[src/common/pme_pkg.sv]
// Constants and carrier types of the motion engine control block.
// Assumes a 32-bit APB slave port and a word-aligned register map.
package pme_pkg;
  localparam int ADDR_W = 12;
  localparam int IDX_W = 10;
  // Register indices; byte address is index times four
  localparam logic [IDX_W-1:0] IDX_ENABLE = 10'h100;
  localparam logic [IDX_W-1:0] IDX_SENS = 10'h101;
  localparam logic [IDX_W-1:0] IDX_SC0 = 10'h102;
  localparam logic [IDX_W-1:0] IDX_SC1 = 10'h103;
  localparam logic [IDX_W-1:0] IDX_IRQ_STAT = 10'h110;
  localparam logic [IDX_W-1:0] IDX_IRQ_MASK = 10'h111;
  localparam logic [7:0] ENGINE_ENABLE_CODE = 8'h11;
  localparam logic [7:0] ENGINE_DISABLE_CODE = 8'h00;
  // motion_status_mode_control fields
  localparam int SC0_EXT_LSB = 6;
  localparam int SC0_DISABLED = 5;
  localparam int SC0_SUSPEND = 4;
  localparam int SC0_DIRCTL = 3;
  localparam int SC0_DIR = 2;
  localparam int SC0_MOTION = 1;
  localparam int SC0_SETTLED = 0;
  // engine_status_control fields
  localparam int SC1_TICK = 7;
  localparam int SC1_FR_LSB = 3;
  localparam int SC1_OPT_LSB = 0;
  localparam logic [3:0] FR_MAX = 4'hc;
  // Interrupt status bits
  localparam int IRQ_MOTION = 0;
  localparam int IRQ_SETTLED = 1;
  localparam int IRQ_ENGINE = 2;
  localparam int IRQ_TICK = 3;
  localparam int IRQ_W = 4;
  // Reset values
  localparam logic [7:0] RST_ENABLE = 8'h00;
  localparam logic [7:0] RST_SENS = 8'h10;
  localparam logic [1:0] RST_EXT = 2'h0;
  localparam logic [3:0] RST_FR = 4'hc;
  localparam logic [IRQ_W-1:0] RST_IRQ_MASK = 4'h0;
  localparam logic [5:0] RST_SETTLE_CNT = 6'h00;
  // Sample deviation still counted as a quiet, settled offset
  localparam int QUIET_LIMIT = 4;
  localparam int SETTLE_SECONDS = 4;

  typedef struct packed {
    logic [7:0] sens;
    logic [1:0] ext;
    logic [3:0] freq_resp;
  } pme_det_cfg_t;

  typedef struct packed {
    logic valid;
    logic hit;
    logic positive;
    logic quiet;
  } pme_det_res_t;

  typedef struct packed {
    logic [7:0] enable_code;
    logic [7:0] sens;
    logic [1:0] ext;
    logic disabled;
    logic suspend;
    logic dirctl;
    logic dir;
    logic motion;
    logic settled;
    logic tick;
    logic [3:0] freq_resp;
    logic [2:0] sc1_opt;
    logic [IRQ_W-1:0] irq_stat;
    logic [IRQ_W-1:0] irq_mask;
    logic suspended;
    logic [5:0] settle_cnt;
    logic [31:0] rdata;
  } pme_state_t;
endpackage : pme_pkg

[src/logic/pme_detector.sv]
// Baseline tracker and threshold detector of the motion engine.
// Assumes one sample per conversion strobe, all on clock_i.
`timescale 1ns/1ns
module pme_detector
  import pme_pkg::*;
#(
  parameter int SAMPLE_W = 10
) (
  input wire logic clock_i,
  input wire logic nrst_i,
  input wire logic run_i,
  input wire logic sample_valid_i,
  input wire logic [SAMPLE_W-1:0] sample_i,
  input wire pme_det_cfg_t cfg_i,
  output pme_det_res_t res_o
);
  typedef struct packed {
    logic [SAMPLE_W-1:0] baseline;
    logic primed;
    pme_det_res_t res;
  } pme_det_state_t;

  pme_det_state_t st;
  pme_det_state_t next_st;
  logic signed [SAMPLE_W:0] dev;
  logic signed [SAMPLE_W:0] step;
  logic [SAMPLE_W:0] mag;
  logic [SAMPLE_W:0] thr;
  logic [2:0] shift;

  always_comb begin
    next_st = st;
    next_st.res.valid = 1'b0;
    dev = $signed({1'b0, sample_i}) - $signed({1'b0, st.baseline});
    mag = dev[SAMPLE_W] ? (SAMPLE_W+1)'(-dev) : dev;
    // Higher extended level lowers the threshold further
    thr = (SAMPLE_W+1)'(cfg_i.sens >> cfg_i.ext);
    // Slower baseline for higher values lets low frequencies through
    shift = 3'(cfg_i.freq_resp[3:2]) + 3'h1;
    step = dev >>> shift;
    if (run_i && sample_valid_i) begin
      next_st.res.valid = 1'b1;
      next_st.res.hit = st.primed && (mag > thr);
      next_st.res.positive = ~dev[SAMPLE_W];
      next_st.res.quiet = st.primed && (mag <= (SAMPLE_W+1)'(QUIET_LIMIT));
      if (!st.primed) begin
        next_st.baseline = sample_i;
        next_st.primed = 1'b1;
      end else begin
        next_st.baseline = SAMPLE_W'($signed({1'b0, st.baseline}) + step);
      end
    end else if (!run_i) begin
      next_st.primed = 1'b0;
    end
  end

  always_ff @(posedge clock_i) begin
    if (!nrst_i) begin
      st <= '0;
    end else begin
      st <= next_st;
    end
  end

  assign res_o = st.res;
endmodule : pme_detector

[src/logic/pme_engine.sv]
// What this block does
// Sensitivity code is an inverse threshold; low codes sense more.
// Two-bit extended level 0..3 raises sensitivity further.
// Enable code clears disabled flag; disable code sets it, engine idles.
// Software lets one conversion pass after writing the disable code.
// Suspend stops detection but samples keep being buffered.
// Clearing suspend takes effect at the next conversion.
// Direction reported only in directional mode; detection always.
// Direction written with motion flag and held until flag cleared.
// Engine sets motion flag, never clears it; software clears it.
// Settled flag set when offset stays quiet; cleared on restart/wake.
// Software sets tick each second; engine consumes and clears it.
// Frequency response limited to 0..12; higher admits lower frequency.
// Software calibrates direction polarity per sensor.
// Only the enable code enables, disable code stops, others reserved.
// Writes to engine-owned read-only fields are ignored.
//
// Register slave on APB, zero wait states; engine is paced by the
// conversion strobe adc_done_i, which comes from logic on clock_i.
`timescale 1ns/1ns
module pme_engine
  import pme_pkg::*;
#(
  parameter int SAMPLE_W = 10,
  parameter int SETTLE_TICKS = SETTLE_SECONDS
) (
  input wire logic clock_i,
  input wire logic nrst_i,
  input wire logic psel_i,
  input wire logic penable_i,
  input wire logic pwrite_i,
  input wire logic [ADDR_W-1:0] paddr_i,
  input wire logic [31:0] pwdata_i,
  output logic [31:0] prdata_o,
  output logic pready_o,
  output logic pslverr_o,
  input wire logic adc_done_i,
  input wire logic [SAMPLE_W-1:0] sample_i,
  input wire logic wake_i,
  output logic engine_disabled_o,
  output logic motion_o,
  output logic irq_o
);
  pme_state_t st;
  pme_state_t next_st;
  pme_det_cfg_t det_cfg;
  pme_det_res_t det_res;
  logic access;
  logic setup;
  logic [IDX_W-1:0] idx;
  logic mapped;
  logic wr;
  logic rd;
  logic tick_set;
  logic [IRQ_W-1:0] ev;
  logic [3:0] fr_in;
  logic detecting;
  logic [7:0] sc0_word;
  logic [7:0] sc1_word;

  // Baseline keeps running while suspended so recovery is fast
  assign det_cfg = '{sens: st.sens, ext: st.ext, freq_resp: st.freq_resp};

  pme_detector #(
    .SAMPLE_W(SAMPLE_W)
  ) u_det (
    .clock_i(clock_i),
    .nrst_i(nrst_i),
    .run_i(~st.disabled),
    .sample_valid_i(adc_done_i),
    .sample_i(sample_i),
    .cfg_i(det_cfg),
    .res_o(det_res)
  );

  always_comb begin
    sc0_word = {st.ext, st.disabled, st.suspend, st.dirctl, st.dir,
                st.motion, st.settled};
    sc1_word = {st.tick, st.freq_resp, st.sc1_opt};
  end

  always_comb begin
    access = psel_i && penable_i;
    setup = psel_i && !penable_i;
    idx = paddr_i[ADDR_W-1:2];
    mapped = (paddr_i[1:0] == 2'h0) &&
             (idx == IDX_ENABLE || idx == IDX_SENS ||
              idx == IDX_SC0 || idx == IDX_SC1 ||
              idx == IDX_IRQ_STAT || idx == IDX_IRQ_MASK);
    wr = access && pwrite_i && mapped;
    rd = access && !pwrite_i && mapped;
  end

  always_comb begin
    next_st = st;
    tick_set = 1'b0;
    ev = '0;
    fr_in = pwdata_i[SC1_FR_LSB+3:SC1_FR_LSB];

    // Read data is captured in the setup cycle so it comes from a flop
    if (setup) begin
      next_st.rdata = 32'h0;
      unique case (idx)
        IDX_ENABLE: next_st.rdata = {24'h0, st.enable_code};
        IDX_SENS: next_st.rdata = {24'h0, st.sens};
        IDX_SC0: next_st.rdata = {24'h0, sc0_word};
        IDX_SC1: next_st.rdata = {24'h0, sc1_word};
        IDX_IRQ_STAT: next_st.rdata = {28'h0, st.irq_stat};
        IDX_IRQ_MASK: next_st.rdata = {28'h0, st.irq_mask};
        default: next_st.rdata = 32'h0;
      endcase
    end

    // Reading the status word clears it; events below still win
    if (rd && idx == IDX_IRQ_STAT) begin
      next_st.irq_stat = '0;
    end

    if (wr) begin
      unique case (idx)
        IDX_ENABLE: begin
          next_st.enable_code = pwdata_i[7:0];
        end
        IDX_SENS: begin
          next_st.sens = pwdata_i[7:0];
        end
        IDX_SC0: begin
          // Disabled, direction and settled bits are engine-owned
          next_st.ext = pwdata_i[SC0_EXT_LSB+1:SC0_EXT_LSB];
          next_st.suspend = pwdata_i[SC0_SUSPEND];
          next_st.dirctl = pwdata_i[SC0_DIRCTL];
          if (!pwdata_i[SC0_MOTION]) begin
            next_st.motion = 1'b0;
          end
        end
        IDX_SC1: begin
          tick_set = pwdata_i[SC1_TICK];
          next_st.tick = pwdata_i[SC1_TICK];
          // Out-of-range response codes saturate at the top value
          next_st.freq_resp = (fr_in > FR_MAX) ? FR_MAX : fr_in;
          next_st.sc1_opt = pwdata_i[SC1_OPT_LSB+2:SC1_OPT_LSB];
        end
        IDX_IRQ_MASK: begin
          next_st.irq_mask = pwdata_i[IRQ_W-1:0];
        end
        default: begin
        end
      endcase
    end

    // Engine service: runs at the conversion strobe and again when its detector result is valid
    if (det_res.valid || adc_done_i) begin
      if (st.enable_code == ENGINE_DISABLE_CODE) begin
        if (!st.disabled) begin
          next_st.disabled = 1'b1;
          ev[IRQ_ENGINE] = 1'b1;
        end
      end else if (st.enable_code == ENGINE_ENABLE_CODE &&
                   st.disabled) begin
        // Re-enable loads the engine-owned defaults
        next_st.disabled = 1'b0;
        // Only software clears the motion flag, and direction stays with it
        if (!st.motion) begin
          next_st.dir = 1'b0;
        end
        next_st.settled = 1'b0;
        next_st.settle_cnt = RST_SETTLE_CNT;
        next_st.suspended = st.suspend;
        ev[IRQ_ENGINE] = 1'b1;
      end
    end

    // Suspend state follows the control bit only at a conversion
    if (adc_done_i && !st.disabled) begin
      next_st.suspended = st.suspend;
    end

    if (det_res.valid && !st.disabled &&
        st.enable_code != ENGINE_DISABLE_CODE) begin
      if (st.tick) begin
        // A fresh tick written in this cycle is kept
        next_st.tick = tick_set;
        ev[IRQ_TICK] = 1'b1;
        if (!det_res.quiet) begin
          next_st.settle_cnt = RST_SETTLE_CNT;
        end else if (!st.settled) begin
          next_st.settle_cnt = st.settle_cnt + 6'h01;
          if (st.settle_cnt + 6'h01 >= 6'(SETTLE_TICKS)) begin
            next_st.settled = 1'b1;
            ev[IRQ_SETTLED] = 1'b1;
          end
        end
      end

      if (detecting && det_res.hit) begin
        // Direction only latched while the flag goes from clear to set
        if (!next_st.motion && st.dirctl) begin
          next_st.dir = det_res.positive;
        end
        next_st.motion = 1'b1;
        ev[IRQ_MOTION] = 1'b1;
      end
    end

    // Return from sleep restarts offset settling
    if (wake_i) begin
      next_st.settled = 1'b0;
      next_st.settle_cnt = RST_SETTLE_CNT;
    end

    next_st.irq_stat = next_st.irq_stat | ev;
  end

  // Motion hits while unsettled are invalid, so they are not reported
  assign detecting = !st.suspend && !st.suspended && st.settled;

  always_ff @(posedge clock_i) begin
    if (!nrst_i) begin
      st <= '0;
      st.enable_code <= RST_ENABLE;
      st.sens <= RST_SENS;
      st.ext <= RST_EXT;
      st.disabled <= 1'b1;
      st.freq_resp <= RST_FR;
      st.irq_mask <= RST_IRQ_MASK;
      st.settle_cnt <= RST_SETTLE_CNT;
    end else begin
      st <= next_st;
    end
  end

  assign prdata_o = st.rdata;
  assign pready_o = 1'b1;
  assign pslverr_o = access && !mapped;
  assign engine_disabled_o = st.disabled;
  assign motion_o = st.motion;
  assign irq_o = |(st.irq_stat & st.irq_mask);
endmodule : pme_engine
[config.mk]
export PLATFORM = sky130hd
export DESIGN_NAME = pme_engine
export DESIGN_NICKNAME = d
export VERILOG_FILES = /design/src/common/pme_pkg.sv /design/src/logic/pme_detector.sv /design/src/logic/pme_engine.sv
export SDC_FILE = /design/constraint.sdc
export NUM_CORES = 1
export LEC_CHECK = 0
export BUFFER_PORTS_ARGS = -buffer_cell sky130_fd_sc_hd__buf_2
export CORE_MARGIN = 1
export CORE_UTILIZATION = 58
export DETAILED_ROUTE_END_ITERATION = 16
export PLACE_DENSITY = 0.8
export SLEW_MARGIN = 20
export SYNTH_ARGS = -nofsm -noshare
export SYNTH_HDL_FRONTEND = slang
export SYNTH_HIERARCHICAL = 1
export SYNTH_SLANG_ARGS = --single-unit
[constraint.sdc]
create_clock -name clock_i -period 6.3 [get_ports clock_i]
set_clock_uncertainty 0.1 [all_clocks]
set_input_delay 1.26 -clock clock_i [delete_from_list [all_inputs] [get_ports clock_i]]
set_output_delay 1.26 -clock clock_i [all_outputs]
set_load 0.02 [all_outputs]
==> impl_metrics.yaml <==
run_status:
  status: "completed"
floorplan:
  start_util_pct: 60.6
  die_w_um: 101
  placement_rows: 35
  floorplan.core_area_um2: 9370
  die_area_um2: 10200
  ios: 98
  die_y_um: 101
grt:
  antenna_found_initial: 0
  grt_max_degree: 58
  grt_overflow: 0
  grt_pass1_wl_um: 22000
  grt_usage_pct: 27.1
  grt_pass1_vias: 4591
clocking:
  cts_root_buf: "clkbuf_8"
  h-tree-depth: 3
  cts_made_buffers: 9
  cts_resized: 0
  clk_pin_slew_ns: 0.08
  post_cts_buffers: 0
  cts_tree: "yes"
  insertion_delay_ns: 0.35
  tritoncts_num_sinks: 70
  cts_buffer_depth: 2
  holdBufCountCts: 0
power:
  p_clk_share_pct: 35.3
  power.leakage_uw: 0.00245
  switchingPower_uw: 297
  p_sw_share_pct: 29.8
  peakVddDrop_mv: 0.0768
  power_density_nw_per_um2: 167
  internal_power_uw: 701
  pwr-share-comb_pct: 20.2
  p_seq_share_pct: 44.5
placement:
  placed_area_um2: 5800
  io_buffers: 48
  routabilityCongestion: 0.938
  hpwl_um: 10100
synth:
  yosysTopAreaCell: "dfxtp_1"
  synthDistinctLibCells: 87
  syn_avg_cell_area_um2: 8.63
  synthCells: 658
  yosys.area.top_type_share_pct: 24.7
  async_reset_ff_share_pct: 0
  ys_ff_latch: 70
  synth_area_um2: 5680
  ys_top_cells_by_area: "dfxtp_1 (25%), mux2i_1 (8.3%), ha_1 (6.4%), buf_4 (5.0%), mux4_2 (4.8%)"
  seq_area_frac_synth_pct: 24.7
  synth_warnings: 6
  synth_flop_cell: "dfxtp_1"
  synth-edff-count: 0
routing:
  drcViolationCount: 0
  drt_iter0_markers: 361
  wl_um: 13200
  via_count: 4926
  wire_per_inst_um: 16.3
  dr.pass1.iters: 6
  drtAntennaViolNets: 0
  viasPerCell: 6.05
setup_path:
  r2r_slack_ns: 1.23
  crit_type: "input port to flip-flop"
  cp.required_ns: 6.44
  cp_max_fo: 6
  crit_path_start_kind: "input port"
  crit_path_end_kind: "flip-flop"
  r2r_end: "u_det/st[14]"
  timing.rr.start: "u_det/st[5]"
  worstPathArrival_ns: 5.91
  ff2ff_path_depth: 20
sta:
  max_freq_mhz: 173
  hold-worst-slack_ns: 0.364
  fin_crit_ns: 5.77
  setup_violations: 0
  finalCritPeriodShare_pct: 91.5
  rsz0062_at_grt: "no"
  max_slew.worst_pin.slew_ns: 0.814
  slew_headroom_pct: 45.8
  maxSlewViolCount: 0
  hold_viol_final: 0
  tns_ns: 0
hold_path:
  hold_class: "flip-flop to flip-flop"
  hp-start: "prdata_o[4]"
  min_to: "prdata_o[4]"
  hold_depth: 2
finish:
  diodes: 0
  postLayoutCellArea_um2: 5980
  finalNetCount: 774
  drive_above_1_share_pct: 16.1
  utilization_pct: 63.8
  syn_to_final_growth_pct: 5.36
  nFillCells: 818
job:
  cap_violations: 0
==> critical path, stage by stage <==
cell and delay [ns]:
buf_2 0.10, inv_1 0.05, ha_1 0.15, inv_1 0.05
fa_1 0.43, a211oi_2 0.36, o21ai_1 0.22, nand2_1 0.14
xnor2_1 0.16, o21ai_0 0.39, a21oi_1 0.17, a21oi_1 0.30
ha_1 0.28, a21o_1 0.18, a21oi_1 0.24, o21ai_0 0.21
o41ai_1 0.38, buf_4 0.20, mux2i_1 0.23, nor4_1 0.08
nand3b_1 0.17, o211a_1 0.13
==> logic make-up after synthesis <==
logic type / Yosys count / share of synthesized area (%)
flip-flops: 70 / 24.7
multiplexers: 65 / 14.5
AND/OR/NAND/NOR: 222 / 22.6
XOR/XNOR: 18 / 3.29
AO/OA/AOI/OAI: 154 / 18.6
adder cells (fa/ha/maj): 31 / 7.10
other: 2 / 0.132
buffers and inverters: 96 / 9.08
==> cell type report <==
class                      count  area, um2  area share [%]
inverter                      35        131            2.20
multi-input combinational    515       3840            64.3
tap                          129        161            2.70
clock buffer                  10        128            2.13
sequential                    70       1400            23.4
timing repair buffer          51        263            4.39
clock inverter                 4       50.0           0.837
==> placed cells by master (no fill, tap or decap), types with 8 or more instances in the layout <==
cell type / count
o21ai_0: 28
mux2i_1: 47
clkbuf_8: 9
nor4_1: 8
nand3_1: 20
buf_2: 48
nor2_1: 42
nor2b_1: 33
nand2_1: 53
a21boi_0: 13
inv_1: 35
dfxtp_1: 70
conb_1: 25
xnor2_1: 13
nor3_1: 10
a21oi_1: 37
a211oi_1: 12
mux4_2: 12
ha_1: 29
==> cells in the mapped netlist (7+ instances only) <==
cell	number
mux2i_1	47
nor2b_1	33
nand2_1	53
o21ai_0	28
nor3_1	10
inv_1	35
nand2b_1	7
clkbuf_1	17
a21oi_1	37
nor2_1	42
a211oi_1	12
buf_4	38
xnor2_1	13
dfxtp_1	70
ha_1	29
nand3_1	20
mux4_2	12
a21boi_0	13
nor4_1	8
and2_1	7
==> state kept, by name, indices dropped and copies added, names as in the netlist <==
| signal | flops |
|---|---|
| prdata_o | 8 |
| sc0_word | 4 |
| engine_disabled_o | 1 |
| det_cfg | 14 |
| st | 23 |
| motion_o | 1 |
| u_det/res_o | 4 |
| sc1_word | 4 |
| u_det/st | 11 |
==> layer usage <==
layer / global-route usage, % / share of wire, %
met1: 35.3 / 45
met3: 3.12 / 5.5
met2: 46.0 / 48
met4: 10.3 / 2.3
met5: 0 / 0
==> power by group through the flow <==
stage                     sequential (uW)  combinational (uW)  clock [uW]
after CTS                             444                 200         353
after detailed placement              454                 198           0
after floorplan                       454                 162           0
after global placement                454                 191           0
final                                 444                 202         352
after global routing                  444                 222         373
==> stage by stage <==
stage	total power, uW	worst slack (ns)	instances
after floorplan	616	1.03	681
after global placement	646	0.449	800
after CTS	997	0.652	814
final	998	0.532	814
after detailed placement	653	0.312	800
after global routing	1040	0.267	814
==> worst max path at each step <==
stage                     start  depth (start not counted)      endpoint
floorplan           sample_i[0]                         20  u_det/st[13]
global placement    sample_i[0]                         21  u_det/st[13]
detailed placement  sample_i[0]                         21  u_det/st[13]
CTS                 sample_i[0]                         21  u_det/st[13]
global route        sample_i[0]                         22  u_det/st[14]
finish              sample_i[0]                         22  u_det/st[14]
No activity file was read; power rests on OpenSTA's default activity.
